==> src/design/nand_host_regs.svh <==
// Constants for the NAND bus host: command codes, address layout, timing.
`ifndef NAND_HOST_REGS_SVH
`define NAND_HOST_REGS_SVH
`define CMD_PAGE_READ 8'h00
`define CMD_READ_CONF 8'h30
`define CMD_COPYBACK_CONF 8'h35
`define CMD_COL_CHANGE 8'h05
`define CMD_COL_CONF 8'hE0
`define CMD_CACHE_READ 8'h31
`define CMD_CACHE_END 8'h3F
`define CMD_READ_ID 8'h90
`define CMD_STATUS 8'h70
`define CMD_PROG 8'h80
`define CMD_PROG_CONF 8'h10
`define CMD_CACHE_PROG_CONF 8'h15
`define CMD_RAND_IN 8'h85
`define CMD_ERASE 8'h60
`define CMD_ERASE_CONF 8'hD0
`define CMD_RESET 8'hFF
`define CMD_PARAM 8'hEC
`define CMD_UID 8'hED
`define CMD_GET_FEAT 8'hEE
`define CMD_SET_FEAT 8'hEF
`define COL_BITS 12
`define PAGE_LSB 12
`define BLOCK_LSB 18
`define PHASE_NS 20
`define CLK_NS 4
`define PHASE_CYC ((`PHASE_NS + `CLK_NS - 1) / `CLK_NS)
`endif

==> src/design/nand_host_pkg.sv <==
// Types for the NAND bus host.
package nand_host_pkg;
  typedef enum logic [1:0] {
    OP_CMD,
    OP_ADDR,
    OP_WRITE,
    OP_READ
  } op_kind_t;
  typedef struct packed {
    op_kind_t kind;
    logic [7:0] data;
    logic modify;
  } req_t;
  typedef struct packed {
    logic cs_n;
    logic cmd_latch;
    logic addr_latch;
    logic write_strobe_n;
    logic read_strobe_n;
    logic write_protect_n;
  } pins_t;
endpackage

==> src/design/nand_host.sv <==
// Host controller that drives a NAND device through its strobes and bus.
`timescale 1ns/1ps
`include "nand_host_regs.svh"
module nand_host
  import nand_host_pkg::*;
#(
  parameter int PHASE = `PHASE_CYC
) (
  // Clock and reset.
  input wire logic clk,
  input wire logic rst_n,
  // Request side.
  input wire logic req_valid,
  input wire nand_host_pkg::req_t req,
  output logic req_ready,
  output logic rd_valid,
  output logic [7:0] rd_data,
  input wire logic abort,
  output logic busy,
  // Device pins.
  output nand_host_pkg::pins_t pins,
  output logic [7:0] io_out,
  output logic io_oe,
  input wire logic [7:0] io_in,
  input wire logic ready_busy_n
);
  import nand_host_pkg::*;

  // Reads need the strobe low past both bus sampler stages, so PHASE >= 3.
  if (PHASE < 3 || PHASE > 255) begin : g_phase_chk
    $error("PHASE must be 3..255");
  end

  typedef enum logic [2:0] {
    S_IDLE,
    S_SETUP,
    S_LOW,
    S_HIGH,
    S_GUARD
  } state_t;

  localparam pins_t PINS_IDLE = '{cs_n: 1'b1, cmd_latch: 1'b0,
    addr_latch: 1'b0, write_strobe_n: 1'b1, read_strobe_n: 1'b1,
    write_protect_n: 1'b0};

  state_t state_r, state_nxt;
  req_t cur_r, cur_nxt;
  pins_t pins_r, pins_nxt;
  logic [7:0] cnt_r, cnt_nxt;
  logic [7:0] io_out_r, io_out_nxt;
  logic io_oe_r, io_oe_nxt;
  logic ready_r, ready_nxt;
  logic rd_valid_r, rd_valid_nxt;
  logic [7:0] rd_data_r, rd_data_nxt;
  logic busy_r, busy_nxt;
  logic [2:0] rb_sync_r;
  logic [7:0] io_s1_r, io_s2_r;
  logic dev_ready;

  // Three-stage ready/busy sampler; second and third stages must agree.
  always_ff @(posedge clk or negedge rst_n) begin
    if (!rst_n) begin
      rb_sync_r <= 3'h0;
      busy_r <= 1'b1;
      io_s1_r <= 8'h00;
      io_s2_r <= 8'h00;
    end else begin
      rb_sync_r <= {rb_sync_r[1:0], ready_busy_n};
      busy_r <= busy_nxt;
      io_s1_r <= io_in;
      io_s2_r <= io_s1_r;
    end
  end

  // Busy follows the agreed sample, so glitches do not flip it.
  // cache read busy too
  always_comb begin
    busy_nxt = busy_r;
    if (rb_sync_r[2] == rb_sync_r[1]) begin
      busy_nxt = ~rb_sync_r[2];
    end
  end
  assign dev_ready = ~busy_r;

  // Cycle sequencer: one request becomes one strobe cycle.
  always_comb begin
    state_nxt = state_r;
    cur_nxt = cur_r;
    pins_nxt = pins_r;
    cnt_nxt = cnt_r;
    io_out_nxt = io_out_r;
    io_oe_nxt = io_oe_r;
    ready_nxt = 1'b0;
    rd_valid_nxt = 1'b0;
    rd_data_nxt = rd_data_r;
    case (state_r)
      S_IDLE: begin
        pins_nxt.cs_n = 1'b1;
        pins_nxt.cmd_latch = 1'b0;
        pins_nxt.addr_latch = 1'b0;
        io_oe_nxt = 1'b0;
        // only status or reset while busy
        if (req_valid && !ready_r &&
            (dev_ready || (req.kind == OP_CMD &&
            (req.data == `CMD_STATUS || req.data == `CMD_RESET)))) begin
          cur_nxt = req;
          ready_nxt = 1'b1;
          state_nxt = S_SETUP;
          cnt_nxt = 8'(PHASE);
          pins_nxt.cs_n = 1'b0;
          pins_nxt.cmd_latch = (req.kind == OP_CMD);
          pins_nxt.addr_latch = (req.kind == OP_ADDR);
          // data input needs protect high
          // Non-modify command, address and read cycles keep the level, so a status poll cannot abort.
          if (req.modify || req.kind == OP_WRITE) begin
            pins_nxt.write_protect_n = 1'b1;
          end
          io_oe_nxt = (req.kind != OP_READ);
          io_out_nxt = req.data;
        end
      end
      S_SETUP: begin
        cnt_nxt = cnt_r - 8'h01;
        if (cnt_r == 8'h01) begin
          cnt_nxt = 8'(PHASE);
          state_nxt = S_LOW;
          if (cur_r.kind == OP_READ) begin
            pins_nxt.read_strobe_n = 1'b0;
          end else begin
            pins_nxt.write_strobe_n = 1'b0;
          end
        end
      end
      S_LOW: begin
        cnt_nxt = cnt_r - 8'h01;
        if (cnt_r == 8'h01) begin
          cnt_nxt = 8'(PHASE);
          state_nxt = S_HIGH;
          pins_nxt.write_strobe_n = 1'b1;
          pins_nxt.read_strobe_n = 1'b1;
          if (cur_r.kind == OP_READ) begin
            rd_valid_nxt = 1'b1;
            rd_data_nxt = io_s2_r;
          end
        end
      end
      S_HIGH: begin
        cnt_nxt = cnt_r - 8'h01;
        if (cnt_r == 8'h01) begin
          state_nxt = S_GUARD;
          io_oe_nxt = 1'b0;
          pins_nxt.cmd_latch = 1'b0;
          pins_nxt.addr_latch = 1'b0;
        end
      end
      S_GUARD: begin
        state_nxt = S_IDLE;
      end
      default: state_nxt = S_IDLE;
    endcase
    if (abort) begin
      pins_nxt.write_protect_n = 1'b0;
    end
    if (!dev_ready && state_r == S_IDLE) begin
      pins_nxt.write_strobe_n = 1'b1;
      pins_nxt.read_strobe_n = 1'b1;
    end
  end

  // State registers for the sequencer.
  always_ff @(posedge clk or negedge rst_n) begin
    if (!rst_n) begin
      state_r <= S_IDLE;
      cur_r <= '0;
      pins_r <= PINS_IDLE;
      cnt_r <= 8'h00;
      io_out_r <= 8'h00;
      io_oe_r <= 1'b0;
      ready_r <= 1'b0;
      rd_valid_r <= 1'b0;
      rd_data_r <= 8'h00;
    end else begin
      state_r <= state_nxt;
      cur_r <= cur_nxt;
      pins_r <= pins_nxt;
      cnt_r <= cnt_nxt;
      io_out_r <= io_out_nxt;
      io_oe_r <= io_oe_nxt;
      ready_r <= ready_nxt;
      rd_valid_r <= rd_valid_nxt;
      rd_data_r <= rd_data_nxt;
    end
  end

  assign pins = pins_r;
  assign io_out = io_out_r;
  assign io_oe = io_oe_r;
  assign req_ready = ready_r;
  assign rd_valid = rd_valid_r;
  assign rd_data = rd_data_r;
  assign busy = busy_r;

  // Latch strobes never both high.
  latch_excl_a: assert property (@(posedge clk) disable iff (!rst_n)
    !(pins_r.cmd_latch && pins_r.addr_latch))
    else $error("both latch strobes high");
  // Command strobe only with select low.
  cmd_sel_a: assert property (@(posedge clk) disable iff (!rst_n)
    $rose(pins_r.write_strobe_n) && pins_r.cmd_latch |-> !pins_r.cs_n
    && pins_r.read_strobe_n) else $error("command latch bad");
  // Address strobe only with select low.
  addr_sel_a: assert property (@(posedge clk) disable iff (!rst_n)
    $rose(pins_r.write_strobe_n) && pins_r.addr_latch |-> !pins_r.cs_n
    && !pins_r.cmd_latch) else $error("address latch bad");
  // Data input has protect high.
  data_prot_a: assert property (@(posedge clk) disable iff (!rst_n)
    $rose(pins_r.write_strobe_n) && !pins_r.cmd_latch &&
    !pins_r.addr_latch |-> pins_r.write_protect_n)
    else $error("data input with protect low");
  // Strobes never low together.
  strobe_excl_a: assert property (@(posedge clk) disable iff (!rst_n)
    pins_r.write_strobe_n || pins_r.read_strobe_n)
    else $error("both strobes low");
  // Read data appears when read strobe rises.
  rd_pace_a: assert property (@(posedge clk) disable iff (!rst_n)
    $rose(pins_r.read_strobe_n) |-> rd_valid_r)
    else $error("read byte not captured");
  // Abort forces protect low next cycle.
  abort_prot_a: assert property (@(posedge clk) disable iff (!rst_n)
    abort |=> !pins_r.write_protect_n)
    else $error("abort did not drop protect");
  // Bus released while reading.
  read_bus_a: assert property (@(posedge clk) disable iff (!rst_n)
    !pins_r.read_strobe_n |-> !io_oe_r)
    else $error("bus driven during read");
endmodule // nand_host

==> config.mk <==
export PLATFORM = sky130hd
export DESIGN_NAME = nand_host
export DESIGN_NICKNAME = d
export VERILOG_FILES = /design/src/design/nand_host_pkg.sv /design/src/design/nand_host.sv
export VERILOG_INCLUDE_DIRS = /design/src /design/src/design
export SDC_FILE = /design/constraint.sdc
export NUM_CORES = 1
export LEC_CHECK = 0
export ABC_AREA = 1
export BUFFER_PORTS_ARGS = -buffer_cell sky130_fd_sc_hd__buf_4
export CORE_MARGIN = 1.5
export CORE_UTILIZATION = 45
export DETAILED_ROUTE_END_ITERATION = 10
export GPL_ROUTABILITY_DRIVEN = 1
export MAX_ROUTING_LAYER = met4
export PLACE_DENSITY = 0.77
export SETUP_SLACK_MARGIN = 0.02
export SYNTH_ARGS = -nofsm -noshare
export SYNTH_HDL_FRONTEND = slang
export SYNTH_SLANG_ARGS = --single-unit
==> constraint.sdc <==
create_clock -name clk -period 1.35 [get_ports clk]
set_input_delay 0.27 -clock clk [delete_from_list [all_inputs] [get_ports clk]]
set_output_delay 0.27 -clock clk [all_outputs]
set_load 0.05 [all_outputs]
==> results of run 1 <==
[cells by family (layout without fill, tap and decap cells)]
kind of cell               Yosys count  in the layout  share of synthesized area, %
AOI/OAI and AO/OA                   21             21                         4.925
xor gates and xnor gates             3              3                         1.078
adders and majority gates            2              2                         1.026
buffers and inverters               21            121                         3.848
DFF                                 58             58                         59.72
and+or+nand+nor                    158            158                         29.40
[registers in the layout, indices dropped and copies added (netlist names), 2 cells and up]
register   cells
cnt_r          8
cur_r          2
io_out         8
io_s1_r        8
io_s2_r        8
pins           6
rb_sync_r      3
rd_data        8
state_r        3
[metrics by stage]
step / std cells / instance area, sq um / utilization, % / setup TNS (ps)
5_1_grt: 433 / 3543 / 68.51 / -2473
6_report: 433 / 3543 / 68.51 / -456.7
4_1_cts: 426 / 3353 / 64.83 / -70.76
3_5_place_dp: 403 / 3059 / 59.14 / -1385
2_1_floorplan: 263 / 2441 / - / 0
3_3_place_gp: 403 / 3059 / 59.14 / -766.0
[power breakdown]
part | total [mW] | switching, mW | internal [mW]
combinational | 4.14 | 2.49 | 1.65
sequential | 2.55 | 0.350 | 2.19
clock | 1.38 | 0.711 | 0.667
total | 8.06 | 3.55 | 4.51
[metal layers]
metal	track usage [%]	vias up	part of all wire, %
met2	33.57	62	52
met4	11.11	0	2.5
met5	-	-	0
met3	4.431	18	4.5
met1	23.12	987	41
li1	-	1015	-
[cells in the final DEF (no fill, tap or decap), types with 3 or more instances in the layout]
master    instances
nand2_2          22
nor2_2            3
buf_4            74
inv_2             6
o21ai_1           3
buf_8             3
inv_1            11
nor2_1           20
nand4_1           3
buf_6             7
nand2_4           5
a21oi_1           6
dfrtp_2           4
dfrtp_1          50
clkbuf_8          9
nor2_4            6
nand2_1          83
o21bai_1          3
nand3_1          10
o21ai_0           3
dfstp_2           4
[repair_timing]
item	CTS	global route
endpoints found under the setup margin	38	37
cloned	0	1
gates resized for setup	21	43
pin swaps	6	20
setup buffers	6	6
hold buffers	1	0
endpoints found under the hold margin	54	0
[layout make-up]
class	count	share of cell area [%]
sequential	58	41.24
multi-input combinational	184	29.24
timing repair buffer	86	20.02
clock buffer	10	3.602
tap	70	2.472
inverter	19	2.225
clock inverter	6	1.201
[worst max path at each step]
stage	cells past startpoint	slack, ps	to
finish	9	-60	cnt_r[2]
global route	8	-120	cnt_r[3]
CTS	9	-9	rd_data[3]
detailed placement	11	-100	state_r[0]
global placement	11	-80	cnt_r[0]
floorplan	6	40	io_out[0]
[critical path, delay by kind of cell (launching register included)]
family / cells / cell delay [ps]
simple gates: 6 / 470
flops: 1 / 390
fa+ha+maj: 1 / 160
buf+inv: 2 / 310
==> impl_results.md, run 1 <==
* Finish-stage setup viols at 22
* Core Region at 0.005172 sq mm
* Post-synth EDFFs at 0
* Final WS setup at -57.82 ps
* First-pass iteration count of the detailed router at 5
* Diode count at 0
* Nets at 384
* Area Growth Syn to Fin at 45.31%
* CTS tree: yes
* Reg2reg start: cnt_r[1]
* Syn Nets at 289
* Area of the multi-input gates at 0.001036 sq mm
* Ys async rst share at 100.0%
* Dominant cell by count in the synthesized netlist: nand2_1
* H-tree Lvls at 3
* Crit-path max cell delay at 390 ps
* Mean Syn Cell Area at 9.272 sq um
* Max frequency at 0.7103 GHz
* Initial Util at 47.15%
* Layout cells sized above 1 at 45.18%
* Synth top area cells: dfrtp_1 55%, nand2_1 16%, dfstp_2 4.3%
* Final cycle utilization of the critical path at 104.3%
* Routed WL at 5.390 mm
* Slew @ Worst Pin at 302.5 ps
* Reg-to-reg slack, setup at -60 ps
* Reg2reg end: cnt_r[2]
* Synthesized cell area at 0.002439 sq mm
* Violated checks: negative setup slack
* Synth top cells by count: 106 x nand2_1, 54 x dfrtp_1, 23 x nor2_1
* Slew Limit Fails at 0
* Unique masters post-synth at 26
* Crit end category: flop
* Status: finished with violations
* Slowest library cell on the worst path: dfrtp_1
* Area leader, netlist: dfrtp_1
* Place WS at -100.3 ps
* Hold WS at 30.84 ps
* Max FO, Critical Path at 3
* Total gr overflow at 0
* Yosys top cell area share at 55.41%
* Final total power at 8.061 mW
* Worst slew margin at 79.83%
* Largest net degree at the start of global routing at 59
* RSZ-0062 raised after global routing: yes
* Clock root buffer master: clkbuf_8
* Die area at 0.005870 sq mm
* Yosys warning count at 0
* Top_reg_cell synth: dfrtp_1
* Final Critical Period at 1408 ps
* Post-route ant nets at 0
* Clock insertion delay at the later pin of the skew report at 340 ps
* Part of the Yosys area used for sequential elements at 59.72%
* Clk buf depth at 2
* Hold Crit Endpoint: io_s1_r[4]
* Worst hold path startpoint: io_in[4]
* Clock Skew at 5.178 ps
* Min-delay worst type: in -> reg
* Port bufs at 49
* Register area at 0.001461 sq mm
* DRC errors left at 0
* Clock slew at reported path FFs at 70 ps
* Avg Vias per Cell at 4.808
* Routed WL per cell at 12.45 microns
* Worst-path cell chain: inv_2 > ha_4 > nand4_1 > buf_4 > nand2_2 > nand2_1 > nand3_1 > nand3_1 > nand2_1
* Die X at 76.62 microns
* First-pass GRT wire length at 9.032 mm
* Seq cells post-synth at 58
* Max-cap violations at 0
* Worst R2R Path Depth at 9
* CTS Buf Count at 9
* Dpl hpwl at 3.557 mm
* Initial antenna violation count at 0
* Max VDD drop at 1.448 mV
* CP startpoint: cnt_r[1]
* Static leakage at 1.836 nW
* Mapped Cells at 263
* Starting DRT DRC Count at 138
* WP data arrival at 1680 ps
* Hold Crit Depth at 1
* Detailed-route via count at 2082
* Rows at 26
* Cell Pwr Density at 2275 mW/mm^2
* RD Place Congestion at 0.8908
* Tot GR Track Use at 20.37%
* Clk sinks at 58
* Critical Path Source Type: flop
* Fin. Hold Viols at 0
* Req. time, crit path at 1630 ps
* # fillers at 371
* IO Pins at 50
* Worst Setup Path Type: reg -> reg
* Height of the die at 76.62 microns
* Number of global-route vias before repair at 2111
No activity file was read; power rests on OpenSTA's default activity.
==> run 2, diff against run 1 <==
==> constraint.sdc (replaced) <==
create_clock -name clk -period 1.35 [get_ports clk]
set_input_delay 0.0675 -clock clk [delete_from_list [all_inputs] [get_ports clk]]
set_output_delay 0.0675 -clock clk [all_outputs]
set_load 0.05 [all_outputs]
==> impl_results.md, run 2 (synthesis results as in run 1) <==
* Setup TNS at -575.3 ps (was -456.7 ps)
* Violated checks: negative setup slack (unchanged)
* Min-delay worst type: in -> reg (unchanged)
* Hold Crit Depth at 3 (was 1)
* H-tree Lvls at 3 (unchanged)
* M1 GR Usage at 23.36% (was 23.12%)
* Slew Limit Fails at 0 (unchanged)
* Commonest non-fill, non-tap cell in the layout: nand2_1 (unchanged)
* Clk sinks at 58 (unchanged)
* Diode count at 0 (unchanged)
* Critical Path Source Type: flop (unchanged)
* Clock slew at reported path FFs at 70 ps (about the same)
* Dpl hpwl at 3.514 mm (was 3.557 mm)
* Layout cells sized above 1 at 43.77% (was 45.18%)
* Max-cap violations at 0 (unchanged)
* Reg-to-reg slack, setup at -90 ps (was -60 ps)
* Tot GR Track Use at 20.81% (was 20.37%)
* RSZ-0062 raised after global routing: yes (unchanged)
* Req. time, crit path at 1570 ps (was 1630 ps)
* Clock Skew at 9.159 ps (was 5.178 ps)
* Busiest grt layer: met2 (unchanged)
* WP data arrival at 1660 ps (was 1680 ps)
* Total gr overflow at 0 (unchanged)
* Worst R2R Path Depth at 7 (was 9)
* Port bufs at 49 (unchanged)
* Cell Pwr Density at 2295 mW/mm^2 (was 2275 mW/mm^2)
* Fin. Hold Viols at 0 (unchanged)
* Die X at 76.62 microns (unchanged)
* Final cycle utilization of the critical path at 106.8% (was 104.3%)
* Routed WL at 6.203 mm (was 5.390 mm)
* DRC errors left at 0 (unchanged)
* Routed WL per cell at 13.88 microns (was 12.45 microns)
* CTS Buf Count at 9 (unchanged)
* Max frequency at 0.6937 GHz (was 0.7103 GHz)
* Clock root buffer master: clkbuf_8 (unchanged)
* Die area at 0.005870 sq mm (unchanged)
* Slew @ Worst Pin at 338.7 ps (was 302.5 ps)
* First-pass GRT wire length at 9.308 mm (was 9.032 mm)
* Final WS setup at -91.54 ps (was -57.82 ps)
* Nets at 398 (was 384)
* Rows at 26 (unchanged)
* Largest net degree at the start of global routing at 34 (was 59)
* Starting DRT DRC Count at 125 (was 138)
* Clk buf depth at 2 (unchanged)
* Finish-stage setup viols at 21 (was 22)
* Met2 GRT Util at 35.18% (was 33.57%)
* First-pass iteration count of the detailed router at 4 (was 5)
* Initial Util at 47.15% (unchanged)
* CTS tree: yes (unchanged)
* Met3 Use GR at 4.671% (was 4.431%)
* Worst Setup Path Type: reg -> reg (unchanged)
* IO Pins at 50 (unchanged)
* Max VDD drop at 2.048 mV (was 1.448 mV)
* Core Region at 0.005172 sq mm (unchanged)
* Detailed-route via count at 2174 (was 2082)
* Final Critical Period at 1442 ps (was 1408 ps)
* Max FO, Critical Path at 5 (was 3)
* Height of the die at 76.62 microns (unchanged)
* Static leakage at 1.911 nW (was 1.836 nW)
* Clock insertion delay at the later pin of the skew report at 340 ps (about the same)
* Post-route ant nets at 0 (unchanged)
* Avg Vias per Cell at 4.864 (was 4.808)
* Status: finished with violations (unchanged)
* Initial antenna violation count at 0 (unchanged)
* Area Growth Syn to Fin at 52.85% (was 45.31%)
* Commonest cells after routing, fill and taps aside: 88 x nand2_1, 73 x buf_4, 51 x dfrtp_1 (was 83 x nand2_1, 74 x buf_4, 50 x dfrtp_1)
* Number of global-route vias before repair at 2179 (was 2111)
* Hold WS at 25.89 ps (was 30.84 ps)
* RD Place Congestion at 0.8354 (was 0.8908)
* Worst slew margin at 77.42% (was 79.83%)
* Crit end category: flop (unchanged)
## run 2: final timing paths
kind                       startpoint    endpoint
min in group asynchronous       rst_n  rd_data[7]
max in group asynchronous       rst_n        busy
min reg2reg                io_s1_r[4]  io_s2_r[4]
max reg2reg                state_r[2]   io_out[0]
min                            req[8]   io_out[7]
max                        state_r[2]   io_out[0]
## run 2: report_power, final
| part | switching, mW | leakage, nW | internal [mW] |
|---|---|---|---|
| clock | 0.690 | 0.117 | 1.14 |
| sequential | 0.366 | 0.718 | 2.19 |
| combinational | 2.57 | 1.08 | 1.59 |
## run 2: per-stage QoR
stage               total power, mW  util, %  instance area [sq um]  setup WS, ps  instances
floorplan                     4.777        -                   2441         39.25        263
global placement              5.718    58.42                   3022        -12.85        398
detailed placement            5.801    58.42                   3022        -77.72        398
CTS                           7.945    68.53                   3545        -20.30        440
global route                  9.001    72.06                   3727        -140.7        447
finish                        8.554    72.06                   3727        -91.54        447
## run 2: layout make-up
type | count | area [sq um]
clock buffers | 12 | 155.1
clock inverters | 4 | 73.82
fillers | 322 | 1445
inverters | 19 | 76.32
multi-input cells | 184 | 1036
flip-flops and latches | 58 | 1460
well taps | 70 | 87.58
repair buffers | 100 | 838.3
## run 2: per-layer routing
| metal | share of wire, % | wire length [microns] | vias up |
|---|---|---|---|
| met5 | 0 | 0 | - |
| met4 | 3.3 | 206 | 0 |
| met3 | 4.1 | 253 | 20 |
| met2 | 55 | 3415 | 57 |
| met1 | 38 | 2328 | 1054 |
| li1 | - | - | 1043 |
## run 2: repair_timing
| item | CTS | global route |
|---|---|---|
| setup buffers | 8 | 6 |
| setup endpoints to repair | 30 | 35 |
| hold endpoints to repair | 71 | 0 |
| resized for setup | 19 | 41 |
| hold buffers | 18 | 0 |
| pin swaps | 8 | 17 |
| cloned | 0 | 1 |
## run 2: worst max-delay path, cell delays in order, from the launching register on
cell,delay (ps)
dfrtp_1,420
nor2_4,160
inv_2,60
nor2_4,200
nand3_4,160
buf_6,170
nand2_2,50
nand2_1,90
==> run 3, diff against run 2 <==
Settings changed: BUFFER_PORTS_ARGS -buffer_cell sky130_fd_sc_hd__buf_4 to -buffer_cell sky130_fd_sc_hd__buf_2, CAP_MARGIN set to 20, CTS_CLUSTER_SIZE set to 25.
==> impl_results.md, run 3 (synthesis results as in run 1) <==
* Hold WS at 26.49 ps (was 25.89 ps)
* Max frequency at 0.6892 GHz (was 0.6937 GHz)
* Critical Path Source Type: flop (unchanged)
* Cell Pwr Density at 2356 mW/mm^2 (was 2295 mW/mm^2)
* CTS tree: yes (unchanged)
* Slew Limit Fails at 0 (unchanged)
* Slew @ Worst Pin at 303.6 ps (was 338.7 ps)
* RD Place Congestion at 0.8670 (was 0.8354)
* Met3 Use GR at 5.030% (was 4.671%)
* Final WS setup at -100.9 ps (was -91.54 ps)
* IO Pins at 50 (unchanged)
* Area of the multi-input gates at 0.001145 sq mm (was 0.001036 sq mm)
* Finished Core Util at 71.65% (was 72.06%)
* Busiest grt layer: met2 (unchanged)
* Total gr overflow at 0 (unchanged)
* Setup TNS at -357.3 ps (was -575.3 ps)
* First-pass GRT wire length at 9.749 mm (was 9.308 mm)
* M1 GR Usage at 23.33% (was 23.36%)
* Commonest non-fill, non-tap cell in the layout: nand2_1 (unchanged)
* Max-cap violations at 0 (unchanged)
* Top delay family on crit path: simple AND/OR/NAND/NOR gates (unchanged)
* Dpl hpwl at 3.497 mm (was 3.514 mm)
* First-pass iteration count of the detailed router at 4 (unchanged)
* Core Region at 0.005172 sq mm (unchanged)
* Fin. Hold Viols at 0 (unchanged)
* Post-route ant nets at 0 (unchanged)
* # fillers at 348 (was 322)
* Finish-stage setup viols at 16 (was 21)
* Violated checks: negative setup slack (unchanged)
* Clk buf depth at 2 (unchanged)
* Worst slew margin at 79.76% (was 77.42%)
* Port bufs at 49 (unchanged)
* DRC errors left at 0 (unchanged)
* Detailed-route via count at 2173 (was 2174)
* Req. time, crit path at 1580 ps (was 1570 ps)
* Clock root buffer master: clkbuf_8 (unchanged)
* Avg Vias per Cell at 4.894 (was 4.864)
* CTS Buf Count at 9 (unchanged)
* Initial Util at 47.15% (unchanged)
* Height of the die at 76.62 microns (unchanged)
* Number of global-route vias before repair at 2280 (was 2179)
* Rows at 26 (unchanged)
* Largest net degree at the start of global routing at 59 (was 34)
* Nets at 395 (was 398)
* RSZ-0062 raised after global routing: yes (unchanged)
* Min-delay worst type: in -> reg (unchanged)
* Die area at 0.005870 sq mm (unchanged)
* Final Instance Area at 0.003706 sq mm (was 0.003727 sq mm)
* Crit end category: flop (unchanged)
* Diode count at 0 (unchanged)
* Final cycle utilization of the critical path at 107.5% (was 106.8%)
* Area Growth Syn to Fin at 51.98% (was 52.85%)
* Status: finished with violations (unchanged)
* Routed WL per cell at 13.46 microns (was 13.88 microns)
* Starting DRT DRC Count at 114 (was 125)
* Slowest library cell on the worst path: dfrtp_1 (unchanged)
* Clk sinks at 58 (unchanged)
* Register area at 0.001464 sq mm (was 0.001460 sq mm)
* Clock insertion delay at the later pin of the skew report at 340 ps (about the same)
* Die X at 76.62 microns (unchanged)
* Final Critical Period at 1451 ps (was 1442 ps)
* Worst-path cell chain: inv_2 > buf_6 > ha_4 > xnor2_4 > nand2_1 > nand2_1 > nand3_2 > nand3_2 > nand2_1 (was nor2_4 > inv_2 > nor2_4 > nand3_4 > buf_6 > nand2_2 > nand2_1)
* Tot GR Track Use at 21.86% (was 20.81%)
* Routed WL at 5.977 mm (was 6.203 mm)
* Clock Skew at 6.323 ps (was 9.159 ps)
* Placed cell areas at 0.002899 sq mm (was 0.003022 sq mm)
* H-tree Lvls at 3 (unchanged)
* Buf+Inv Stages, Crit Path at 2 (unchanged)
* Crit-path max cell delay at 380 ps (was 420 ps)
* Layout cells sized above 1 at 48.66% (was 43.77%)
* Initial antenna violation count at 0 (unchanged)
* Max FO, Critical Path at 4 (was 5)
* Clock slew at reported path FFs at 70 ps (about the same)
* Static leakage at 1.892 nW (was 1.911 nW)
* Most used cell, CP: nand2_1 (was nor2_4)
* Max VDD drop at 1.511 mV (was 2.048 mV)
* Commonest cells after routing, fill and taps aside: 75 x nand2_1, 48 x dfrtp_1, 47 x buf_2 (was 88 x nand2_1, 73 x buf_4, 51 x dfrtp_1)
* Worst Setup Path Type: reg -> reg (unchanged)
* Final total power at 8.732 mW (was 8.554 mW)
* Met2 GRT Util at 38.93% (was 35.18%)
* WP data arrival at 1680 ps (was 1660 ps)
==> run 3: power breakdown <==
part           leakage [nW]  switching [mW]  total, mW  internal [mW]
Sequential            0.714           0.348       2.55           2.20
Combinational          1.06            2.75       4.28           1.53
Clock                 0.114           0.678       1.90           1.22
==> run 3: layer usage <==
layer,wire length (microns),vias to the layer above
li1,-,1037
met1,2396,1067
met2,3275,54
met3,193,15
met4,112,0
met5,0,-
==> run 3: path summary, 6_finish.rpt <==
path                                 start          to  slack [ps]  cells after the start
worst max-delay path              cnt_r[1]    cnt_r[2]        -100                      9
worst min-delay path               req[10]     pins[4]          30                      4
worst max register to register    cnt_r[1]    cnt_r[2]        -100                      9
worst min register to register  io_s1_r[4]  io_s2_r[4]         350                      0
max in group asynchronous            rst_n     pins[5]         770                      3
min in group asynchronous            rst_n    cnt_r[6]         270                      3
==> run 3: layout make-up <==
type | instances | share of cell area (%)
flip-flops and latches | 58 | 39.50
well taps | 70 | 2.363
repair buffers | 97 | 18.87
clock inverters | 5 | 2.768
clock buffers | 11 | 3.545
inverters | 19 | 2.059
multi-input cells | 184 | 30.89
==> run 3: metrics by stage <==
step           setup WS [ps]  std cells
2_1_floorplan          39.25        263
3_3_place_gp          -31.26        398
3_5_place_dp          -68.39        398
4_1_cts               -17.61        442
5_1_grt               -138.1        444
6_report              -100.9        444
==> run 3: worst min-delay path, stage by stage <==
cell	delay, ps
buf_2	70
inv_1	40
nand2_1	70
o21ai_1	70
==> run 3: what timing repair did <==
item | in CTS | in global routing
hold buffers | 20 | 0
pin swaps | 12 | 32
setup buffers | 8 | 3
gates cloned | 0 | 0
resized for setup | 42 | 45
endpoints found under the hold margin | 76 | 0
endpoints found under the setup margin | 30 | 35
